[src/rtl/clf_pkg.sv]
// Overview of operation
// - No-motor threshold code decodes to 75,75,100,125,250,500,750,1000 mA.
// - Response codes 0 and 1 latch fault, assert indicator, tristate bridge.
// - Response code 2 latches fault, asserts indicator, brakes all high sides.
// - Response code 3 latches fault, asserts indicator, brakes all low sides.
// - Codes 4 to 7 auto-clear after retry delay; final action per code.
// - Retries beyond the limit latch fault, apply bridge state, assert indicator.
// - Codes 8 to 15 ignore current-limit events entirely.
// - Filter time code 0 means none, else that many microseconds.
// - Retry limit code decodes to unlimited,2,3,5,7,10,15,20.
`default_nettype none
package clf_pkg;
  // ****************************************
  // Register map
  // ****************************************
  localparam logic [7:0]  FAULT_SETUP_WORD_TWO_OFS = 8'h00;
  localparam logic [7:0]  LOCK_STATUS_OFS          = 8'h04;
  localparam logic [7:0]  LOCK_CONTROL_OFS         = 8'h08;
  localparam logic [31:0] FAULT_SETUP_RESET        = 32'h0000_0000;
  localparam int          THR_MSB                  = 21;
  localparam int          THR_LSB                  = 19;
  localparam int          MODE_MSB                 = 18;
  localparam int          MODE_LSB                 = 15;
  localparam int          FILT_MSB                 = 14;
  localparam int          FILT_LSB                 = 12;
  localparam int          RETRY_MSB                = 2;
  localparam int          RETRY_LSB                = 0;
  localparam int          CTRL_CLEAR_BIT           = 0;
  // ****************************************
  // Timing
  // ****************************************
  localparam int CLOCK_MHZ        = 125;
  localparam int FILTER_UNIT_NS   = 1000;
  localparam int CYCLES_PER_US    = (FILTER_UNIT_NS * CLOCK_MHZ) / 1000;
  localparam int RETRY_DELAY_MS   = 100;
  localparam int RETRY_DELAY_CYC  = RETRY_DELAY_MS * CLOCK_MHZ * 1000;
  // ****************************************
  // Types
  // ****************************************
  typedef enum logic [1:0] {CLF_BR_DRIVE, CLF_BR_TRISTATE, CLF_BR_HIGH_BRAKE, CLF_BR_LOW_BRAKE}
    clf_bridge_t;
  typedef enum logic [1:0] {CLF_IDLE, CLF_RETRY_WAIT, CLF_LATCHED} clf_state_t;
  localparam logic [3:0] MODE_LATCH_TRI0 = 4'h0;
  localparam logic [3:0] MODE_LATCH_TRI1 = 4'h1;
  localparam logic [3:0] MODE_LATCH_HS   = 4'h2;
  localparam logic [3:0] MODE_LATCH_LS   = 4'h3;
  localparam logic [3:0] MODE_RETRY_TRI0 = 4'h4;
  localparam logic [3:0] MODE_RETRY_TRI1 = 4'h5;
  localparam logic [3:0] MODE_RETRY_HS   = 4'h6;
  localparam logic [3:0] MODE_RETRY_LS   = 4'h7;
endpackage
`default_nettype wire

[src/rtl/clf_filter.sv]
`timescale 1ns/100ps
`default_nettype none
module clf_filter #(
  parameter int CNT_W = 10
) (
  input  wire logic             clock,
  input  wire logic             rstn,
  input  wire logic             enable,
  input  wire logic             event_in,
  input  wire logic [CNT_W-1:0] hold_cycles,
  output logic                  detect
);
  // ****************************************
  // Continuous-hold filter
  // ****************************************
  typedef struct packed {
    logic [CNT_W-1:0] count;
    logic             detect;
  } clf_filt_st_t;

  clf_filt_st_t state_reg;
  clf_filt_st_t state_next;

  always_comb begin
    state_next = state_reg;
    if (!event_in) begin
      state_next.count  = '0;
      state_next.detect = 1'b0;
    end else if (state_reg.count >= hold_cycles) begin
      state_next.detect = 1'b1;
    end else begin
      state_next.count = state_reg.count + 1'b1;
    end
  end

  always_ff @(posedge clock or negedge rstn) begin
    if (!rstn) begin
      state_reg <= '0;
    end else if (enable) begin
      state_reg <= state_next;
    end
  end

  assign detect = state_reg.detect;

  property p_filt_drop;
    @(posedge clock) disable iff (!rstn) (enable && !event_in) |=> !detect;
  endproperty
  a_filt_drop: assert property (p_filt_drop) else $error("filter held through drop");
endmodule // clf_filter
`default_nettype wire

[src/rtl/clf_lock_response.sv]
// Implementation choices: the strobed register port and the register offsets.
`timescale 1ns/100ps
`default_nettype none
module clf_lock_response #(
  parameter int RETRY_DELAY_CYC = clf_pkg::RETRY_DELAY_CYC,
  parameter int CNT_W           = 10
) (
  input  wire logic        clock,
  input  wire logic        rstn,
  input  wire logic        enable,
  input  wire logic [7:0]  addr,
  input  wire logic [31:0] wdata,
  input  wire logic        wr_stb,
  input  wire logic        rd_stb,
  output logic      [31:0] rdata,
  input  wire logic        current_limit_event,
  output logic             fault_indicator_pin_n,
  output logic      [1:0]  bridge_state,
  output logic      [10:0] no_motor_current_threshold_ma
);
  // ****************************************
  // Decode functions
  // ****************************************
  function automatic logic [10:0] thr_ma(input logic [2:0] c);
    case (c)
      3'h0, 3'h1: thr_ma = 11'd75;
      3'h2: thr_ma = 11'd100;
      3'h3: thr_ma = 11'd125;
      3'h4: thr_ma = 11'd250;
      3'h5: thr_ma = 11'd500;
      3'h6: thr_ma = 11'd750;
      default: thr_ma = 11'd1000;
    endcase
  endfunction

  function automatic logic [4:0] retry_lim(input logic [2:0] c);
    case (c)
      3'h1: retry_lim = 5'd2;
      3'h2: retry_lim = 5'd3;
      3'h3: retry_lim = 5'd5;
      3'h4: retry_lim = 5'd7;
      3'h5: retry_lim = 5'd10;
      3'h6: retry_lim = 5'd15;
      3'h7: retry_lim = 5'd20;
      default: retry_lim = 5'd0;
    endcase
  endfunction

  function automatic clf_pkg::clf_bridge_t final_bridge(input logic [3:0] m);
    case (m)
      clf_pkg::MODE_LATCH_HS, clf_pkg::MODE_RETRY_HS: final_bridge = clf_pkg::CLF_BR_HIGH_BRAKE;
      clf_pkg::MODE_LATCH_LS, clf_pkg::MODE_RETRY_LS: final_bridge = clf_pkg::CLF_BR_LOW_BRAKE;
      default: final_bridge = clf_pkg::CLF_BR_TRISTATE;
    endcase
  endfunction

  // ****************************************
  // State
  // ****************************************
  typedef struct packed {
    logic [1:0]  sync;
    logic [31:0] setup;
    clf_pkg::clf_state_t fsm;
    clf_pkg::clf_bridge_t bridge;
    logic [4:0]  retries;
    logic [31:0] delay;
    logic [31:0] rdata;
    logic        fault;
  } clf_st_t;

  clf_st_t     state_reg;
  clf_st_t     state_next;
  logic        lock_detect;
  logic [3:0]  mode;
  logic [2:0]  filt_code;
  logic [4:0]  limit;
  logic        retry_mode;
  logic        sw_clear;

  assign mode       = state_reg.setup[clf_pkg::MODE_MSB:clf_pkg::MODE_LSB];
  assign filt_code  = state_reg.setup[clf_pkg::FILT_MSB:clf_pkg::FILT_LSB];
  assign limit      = retry_lim(state_reg.setup[clf_pkg::RETRY_MSB:clf_pkg::RETRY_LSB]);
  assign retry_mode = (mode[3:2] == 2'b01);
  assign sw_clear   = wr_stb && (addr == clf_pkg::LOCK_CONTROL_OFS)
                      && wdata[clf_pkg::CTRL_CLEAR_BIT];

  clf_filter #(
    .CNT_W       (CNT_W)
  ) u_filter (
    .clock       (clock),
    .rstn        (rstn),
    .enable      (enable),
    .event_in    (state_reg.sync[1] && !mode[3]),
    .hold_cycles (CNT_W'(filt_code * clf_pkg::CYCLES_PER_US)),
    .detect      (lock_detect)
  );

  always_comb begin
    state_next       = state_reg;
    state_next.sync  = {state_reg.sync[0], current_limit_event};
    state_next.rdata = 32'h0000_0000;
    if (wr_stb && addr == clf_pkg::FAULT_SETUP_WORD_TWO_OFS) begin
      state_next.setup = wdata;
    end
    if (rd_stb) begin
      case (addr)
        clf_pkg::FAULT_SETUP_WORD_TWO_OFS: state_next.rdata = state_reg.setup;
        clf_pkg::LOCK_STATUS_OFS: state_next.rdata = {22'h0, state_reg.retries,
                                    state_reg.fsm, state_reg.bridge, state_reg.fault};
        default: state_next.rdata = 32'h0000_0000;
      endcase
    end
    case (state_reg.fsm)
      clf_pkg::CLF_IDLE: begin
        if (lock_detect && !mode[3]) begin
          state_next.fault  = 1'b1;
          state_next.bridge = final_bridge(mode);
          if (retry_mode && (limit == 5'd0 || state_reg.retries < limit)) begin
            state_next.fsm     = clf_pkg::CLF_RETRY_WAIT;
            state_next.retries = state_reg.retries + 5'd1;
            state_next.delay   = 32'h0000_0000;
          end else begin
            state_next.fsm = clf_pkg::CLF_LATCHED;
          end
        end
      end
      clf_pkg::CLF_RETRY_WAIT: begin
        state_next.delay = state_reg.delay + 32'h0000_0001;
        if (state_reg.delay >= 32'(RETRY_DELAY_CYC - 1)) begin
          state_next.fsm    = clf_pkg::CLF_IDLE;
          state_next.fault  = 1'b0;
          state_next.bridge = clf_pkg::CLF_BR_DRIVE;
        end
      end
      clf_pkg::CLF_LATCHED: begin
        if (sw_clear) begin
          state_next.fsm     = clf_pkg::CLF_IDLE;
          state_next.fault   = 1'b0;
          state_next.bridge  = clf_pkg::CLF_BR_DRIVE;
          state_next.retries = 5'd0;
        end
      end
      default: state_next.fsm = clf_pkg::CLF_IDLE;
    endcase
  end

  always_ff @(posedge clock or negedge rstn) begin
    if (!rstn) begin
      state_reg       <= '0;
      state_reg.setup <= clf_pkg::FAULT_SETUP_RESET;
    end else if (enable) begin
      state_reg <= state_next;
    end
  end

  assign rdata                         = state_reg.rdata;
  assign fault_indicator_pin_n         = !state_reg.fault;
  assign bridge_state                  = state_reg.bridge;
  assign no_motor_current_threshold_ma =
    thr_ma(state_reg.setup[clf_pkg::THR_MSB:clf_pkg::THR_LSB]);

  // ****************************************
  // Checks
  // ****************************************
  property p_latch_tri;
    @(posedge clock) disable iff (!rstn)
      (enable && lock_detect && state_reg.fsm == clf_pkg::CLF_IDLE && mode[3:1] == 3'b000)
      |=> (!fault_indicator_pin_n && bridge_state == clf_pkg::CLF_BR_TRISTATE);
  endproperty
  a_latch_tri: assert property (p_latch_tri) else $error("tristate latch missed");

  property p_latch_hs;
    @(posedge clock) disable iff (!rstn)
      (enable && lock_detect && state_reg.fsm == clf_pkg::CLF_IDLE && mode == 4'h2)
      |=> (state_reg.fsm == clf_pkg::CLF_LATCHED && bridge_state == clf_pkg::CLF_BR_HIGH_BRAKE);
  endproperty
  a_latch_hs: assert property (p_latch_hs) else $error("high brake latch missed");

  property p_latch_ls;
    @(posedge clock) disable iff (!rstn)
      (enable && lock_detect && state_reg.fsm == clf_pkg::CLF_IDLE && mode == 4'h3)
      |=> (state_reg.fsm == clf_pkg::CLF_LATCHED && bridge_state == clf_pkg::CLF_BR_LOW_BRAKE);
  endproperty
  a_latch_ls: assert property (p_latch_ls) else $error("low brake latch missed");

  property p_retry_clear;
    @(posedge clock) disable iff (!rstn)
      (enable && state_reg.fsm == clf_pkg::CLF_RETRY_WAIT
       && state_reg.delay >= 32'(RETRY_DELAY_CYC - 1)) |=> fault_indicator_pin_n;
  endproperty
  a_retry_clear: assert property (p_retry_clear) else $error("retry did not clear");

  property p_limit;
    @(posedge clock) disable iff (!rstn)
      (enable && lock_detect && retry_mode && state_reg.fsm == clf_pkg::CLF_IDLE
       && limit != 5'd0 && state_reg.retries >= limit) |=> state_reg.fsm == clf_pkg::CLF_LATCHED;
  endproperty
  a_limit: assert property (p_limit) else $error("retry limit not enforced");

  property p_disabled;
    @(posedge clock) disable iff (!rstn)
      (enable && mode[3] && state_reg.fsm == clf_pkg::CLF_IDLE) [*2] |-> !lock_detect;
  endproperty
  a_disabled: assert property (p_disabled) else $error("disabled mode detected lock");

  property p_disabled_idle;
    @(posedge clock) disable iff (!rstn)
      (enable && mode[3] && state_reg.fsm == clf_pkg::CLF_IDLE)
      |=> (state_reg.fsm == clf_pkg::CLF_IDLE && fault_indicator_pin_n);
  endproperty
  a_disabled_idle: assert property (p_disabled_idle) else $error("disabled mode took action");

  property p_thr;
    @(posedge clock) disable iff (!rstn)
      (state_reg.setup[clf_pkg::THR_MSB:clf_pkg::THR_LSB] == 3'h7)
      |-> no_motor_current_threshold_ma == 11'd1000;
  endproperty
  a_thr: assert property (p_thr) else $error("threshold decode wrong");

  property p_limit_dec;
    @(posedge clock) disable iff (!rstn)
      (state_reg.setup[clf_pkg::RETRY_MSB:clf_pkg::RETRY_LSB] == 3'h5) |-> limit == 5'd10;
  endproperty
  a_limit_dec: assert property (p_limit_dec) else $error("limit decode wrong");

  property p_nodeg;
    @(posedge clock) disable iff (!rstn)
      (enable && filt_code == 3'h0 && !mode[3] && state_reg.sync[1]) [*2] |=> lock_detect;
  endproperty
  a_nodeg: assert property (p_nodeg) else $error("zero filter too slow");

  c_latch: cover property (@(posedge clock) state_reg.fsm == clf_pkg::CLF_LATCHED);
  c_retry: cover property (@(posedge clock) state_reg.fsm == clf_pkg::CLF_RETRY_WAIT);
  c_clear: cover property (@(posedge clock) sw_clear && state_reg.fsm == clf_pkg::CLF_LATCHED);
endmodule // clf_lock_response
`default_nettype wire

[config.mk]
export PLATFORM = sky130hd
export DESIGN_NAME = clf_lock_response
export DESIGN_NICKNAME = d
export VERILOG_FILES = /design/src/rtl/clf_pkg.sv /design/src/rtl/clf_filter.sv /design/src/rtl/clf_lock_response.sv
export SDC_FILE = /design/constraint.sdc
export NUM_CORES = 1
export LEC_CHECK = 0
export ABC_AREA = 0
export BUFFER_PORTS_ARGS = -buffer_cell sky130_fd_sc_hd__buf_2
export CAP_MARGIN = 40
export CORE_ASPECT_RATIO = 0.75
export CORE_MARGIN = 3
export CORE_UTILIZATION = 54
export CTS_BUF_LIST = sky130_fd_sc_hd__clkbuf_8
export DETAILED_ROUTE_END_ITERATION = 12
export PLACE_DENSITY = 0.81
export SYNTH_ARGS = -nofsm -noshare
export SYNTH_HDL_FRONTEND = slang
export SYNTH_HIERARCHICAL = 1
export SYNTH_SLANG_ARGS = --single-unit
[constraint.sdc]
create_clock -name clock -period 3.58 [get_ports clock]
set_input_delay 0.716 -clock clock [delete_from_list [all_inputs] [get_ports clock]]
set_output_delay 0.716 -clock clock [all_outputs]
set_load 0.02 [all_outputs]
# After elaboration in Yosys (flattened, before gate mapping)
# Index checks and enable logic that the tools add are counted.
# W data, S select, Z words.
# word_totals
register_bits	119
input_bits	46
output_inout_bits	46
word_cells	92
# classes
add_sub_neg	3
mul	1
order_cmp	3
eq_ne	28
muxes	21
n_reduce_logical	26
# ops
cell	n
$pmux W32 S2	2
$pmux W10 S6	1
$mux W41	1
$mux W37	1
$pmux W5 S7	1
$add A32 B1 Y32 const B	1
$ge A32 B24 Y1 const B	1
$mux W32	1
$eq A3 B3 Y1 const B	7
$eq A3 B2 Y1 const B	4
$ne A2 B2 Y1 const B	6
$pmux W2 S3	2
$mux W11	1
$add A10 B1 Y10 const B	1
$ge A10 B10 Y1	1
$mul A3 B7 Y10 const B	1
$mux W10	1
$pmux W5 S2	1
$reduce_and A5 Y1	2
$mux W9	1
$eq A4 B2 Y1 const B	2
$eq A4 B3 Y1 const B	2
$eq A8 B3 Y1 const B	1
$eq A8 B4 Y1 const B	1
22 further kinds	39

# Depth between registers and ports, before layout
# logic_depth
word_depth	8
depth_mapped	16
ltp_nobuf	15

# Cells and area by module
# Netlist, hierarchy kept.
# by_module_without_submodules
mod	instances	cells_per_inst	area_per_inst_um2	seq_area_each_um2
clf_lock_response	1	559	5924.4	2702.6
clf_filter	1	111	902.1	275.3

# Worst setup path before layout
# Ideal clock, no wire load.
# synth_timing
kind	flip-flop to flip-flop
from	reg state_reg (netlist bit filt_code[1])
to	reg u_filter/state_reg[9] (netlist bit)
setup_time_ps	124
t_arrival_ps	3373
required_ps	3456
setup_slack_ps	83
path_stages_with_launch	14
path_buffers	1
synth_period_minus_slack_ps	3497
path_cell_list	dfrtp_1 fa_1 fa_1 fa_1 xor2_1 inv_1 ha_1 and4_1 nand2_1 a21oi_1 a211oi_2 buf_4 a41oi_1 a211o_1
# synth_between
elab_chain_cells	4
# synth_lines
item	line	source
from (decl)	clf_lock_response.sv:71	clf_st_t state_reg;
from (signal assigned)	clf_lock_response.sv:152	state_reg <= state_next;
$mul A3 B7 Y10	clf_lock_response.sv:94	.hold_cycles (CNT_W'(filt_code * clf_pkg::CYCLES_PER_US)),
$ge A10 B10 Y1	clf_filter.sv:29	end else if (state_reg.count >= hold_cycles) begin
$ne A2 B2 Y1 (no line)	-	
$reduce_and A2 Y1 (no line)	-	
to (signal assigned)	clf_filter.sv:40	state_reg <= state_next;
to (decl)	clf_filter.sv:21	clf_filt_st_t state_reg;
# No other way between the ends.
# A chain may end at the register's enable or synchronous reset.

# Worst setup path after layout
# layout_timing
from	reg state_reg (netlist bit filt_code[2])
to	reg u_filter/state_reg[3] (netlist bit)
# The elaborated chain is that of the path after synthesis.

==> impl_metrics.tcl <==
set metrics [dict create \
    drt_iter0_drc 554 \
    cts_tree "built" \
    critical_path_required_ps 3900 \
    grt_max_degree 62 \
    synth_top_area_share_pct 43.6 \
    synth-edff-count 0 \
    outcome "finished, final reports clean" \
    finalNonFillerCells 903 \
    fin_nets 807 \
    gr-usage-all-layers_pct 23.9 \
    grt_overflow_total 0 \
    relSlewSlack_pct 44.7 \
    pwr_density_cell_nw_per_um2 487 \
    setup_viol 0 \
    largest_reg_flops 66 \
    swShare_pct 34.7 \
    final_core_util_pct 65.2 \
    clk_pin_slew_ps 80 \
    multiInputGateArea_um2 3360 \
    min_period_ps 3540 \
    hold_class "in2async" \
    intPower_w 0.00248 \
    max_slew.worst_pin.slew_ps 829 \
    drc 0 \
    die_w_um 136 \
    synth_cells 670 \
    synth_area_per_cell_um2 10.2 \
    initial_core_util_pct 57.1 \
    ys_seq_area_share_pct 43.6 \
    period_share_pct 99.0 \
    cap_violations 0 \
    placementRows 34 \
    slew_viol_final 0 \
    cts_made_buffers 17 \
    place.gp.congestion 0.842 \
    synth_flop_cell "dfrtp_1" \
    syn_nets 749 \
    synth_warnings 6 \
    num_vias 5634 \
    total_leakage_power_nw 3.76 \
    syn_area_um2 6830 \
    async_flop_share_pct 100 \
    fin_worst_skew_ps 9.33 \
    wl_per_cell_um 18.7 \
    p_seq_share_pct 40.9 \
    cp_max_fo 3 \
    synthMuxAreaShare_pct 7.20 \
    viasPerCell 6.24 \
    ys_seq_elements 119 \
    drive_above_1_share_pct 29.3 \
    cp-start-kind "register" \
    worstPathArrival_ps 3870 \
    ios 92 \
    gr-usage-met1_pct 33.4 \
    die_area_um2 14000 \
    clkSinkCount 119 \
    antenna_found_initial 0 \
    power_w 0.00380 \
    max_clock_freq_ghz 0.282 \
    synth_compound_area_share_pct 20.4 \
    cts_root_buffer "clkbuf_8" \
    power.share.clock_pct 33.9 \
    critPathKind "reg2reg" \
    place_hpwl_mm 11.3 \
    htree_levels 4 \
    met2_usage_pct 37.4 \
    clock_latency_ps 440 \
    cts_buffer_depth 2 \
    synth_top_area_cell "dfrtp_1" \
    drt-pass1-iter-count 8 \
    synth_fa_ha_area_share_pct 6.49 \
    die_h_um 103 \
    vdd_ir_drop_max_mv 0.396 \
    rsz0062_at_grt "yes" \
    p_switching_w 0.00132 \
    dp.cells 863 \
    ant_nets 0 \
    ctsHoldBuffers 0 \
    worst_setup_path_end_kind "register" \
    synth-simple-area-share_pct 13.2 \
    finalSetupTns_ps 0 \
    synth_xor_area_share_pct 0.513 \
    synth_area_leaders "dfrtp_1, mux2_2, ha_1, o31ai_1, buf_4" \
    grt_busiest_layer "met2" \
    worst_hold_slack_ps 356 \
    regArea_um2 2980 \
    final-hold-violation-count 0 \
    grt_pass1_wl_mm 26.8 \
    ys_types 61 \
    drt-total-wl_mm 16.8 \
    fillerInstances 920 \
    antenna_cells 0 \
    area_growth_pct 14.1 \
    power_frac_comb_pct 25.1 \
    synth_top_family_by_area "compound AO/OA/AOI/OAI gates" \
    coreArea_um2 12000 \
    grt_pass1_vias 5375 \
    port_buffers 89 \
    grt_use_met3_pct 5.22 \
]
-- final timing paths --
| kind | slack, ps | cells past startpoint | to | from |
|---|---|---|---|---|
| max | 40 | 15 | u_filter/state_reg[3] | filt_code[2] |
| min | 360 | 1 | u_filter/state_reg[10] | rstn |
| max reg2reg | 40 | 15 | u_filter/state_reg[3] | filt_code[2] |
| min reg2reg | 490 | 1 | rdata[25] | state_reg[99] |
| max in group asynchronous | 2440 | 2 | rdata[1] | rstn |
| min in group clock | 490 | 1 | rdata[25] | state_reg[99] |
-- worst max-delay path, cell delays in order, from the launching register on --
cell and delay, ps:
dfrtp_1 420, buf_6 130, fa_2 480, fa_2 390
fa_2 340, xor2_1 130, inv_1 60, ha_1 310
and4_4 210, nand2_2 70, a21oi_2 40, a211oi_2 270
buf_2 190, buf_6 110, a21oi_2 50, a211o_1 230
-- synthesized netlist by cell type (all sizes together) (3+ instances only) --
cell     number
dfrtp       119
buf          49
o31ai        44
nand2        42
mux2         41
inv          33
ha           29
nand3        28
nor2         27
clkbuf       26
a21oi        25
a22o         22
and3         18
nor3         14
o21ai        12
a22oi        11
a31oi        10
a41oi        10
o2bb2ai      10
nand4         9
o41ai         9
a211o         6
and2          6
nand2b        6
nor2b         5
and4          4
fa            4
nor4          4
o211ai        4
or2           4
a211oi        3
a31o          3
mux2i         3
o21bai        3
-- power by group through the flow --
stage | clock network, W | registers (W) | logic [W]
floorplan | 0 | 0.00153 | 0.000596
global placement | 0 | 0.00157 | 0.000754
detailed placement | 0 | 0.00157 | 0.000809
CTS | 0.00131 | 0.00155 | 0.000835
global route | 0.00137 | 0.00157 | 0.00103
finish | 0.00129 | 0.00155 | 0.000954
-- logic make-up after synthesis --
group / Yosys count
other cells: 2
simple gates: 174
fa+ha+maj: 33
buf+inv: 109
compound gates: 185
xor+xnor: 4
flops: 119
mux: 44
-- timing repair --
item | in CTS | in global routing
gates cloned | 0 | 1
setup buffers | 0 | 6
pin swaps | 1 | 11
endpoints found under the setup margin | 8 | 9
gates resized for setup | 5 | 17
-- per-stage QoR --
stage / worst slack, ps / instance area (um^2)
after global placement: 106 / 7160
after CTS: 26.9 / 7620
after global routing: -99.4 / 7790
after detailed placement: -71.4 / 7190
final: 36.3 / 7790
after floorplan: 83.4 / 6830
-- layer usage --
metal / up-vias / part of all wire [%]
met4: 0 / 1.7
met5: - / 0
li1: 2587 / -
met3: 27 / 6.1
met1: 2797 / 44
met2: 223 / 49
-- area by class of cell --
type | instances | share of cell area (%)
repair buffers | 114 | 9.04
clock buffers | 17 | 3.00
multi-input cells | 442 | 43.1
well taps | 162 | 2.60
flip-flops and latches | 119 | 38.2
clock inverters | 15 | 2.34
inverters | 34 | 1.64
-- placed cells by master, fill, tap and decap left out, types with 7 or more instances in the layout --
master and n:
a21oi_1 19, a22o_1 22, a22oi_1 11, a31oi_1 10
a41oi_1 10, and3_1 18, buf_2 89, buf_4 17
clkbuf_8 17, dfrtp_1 118, ha_1 25, inv_1 33
mux2_2 41, nand2_1 41, nand3_1 28, nand4_1 9
nor2_1 27, nor3_1 13, o21ai_0 12, o2bb2ai_1 10
o31ai_1 44, o41ai_1 7
Power figures use the tool's default switching activity.
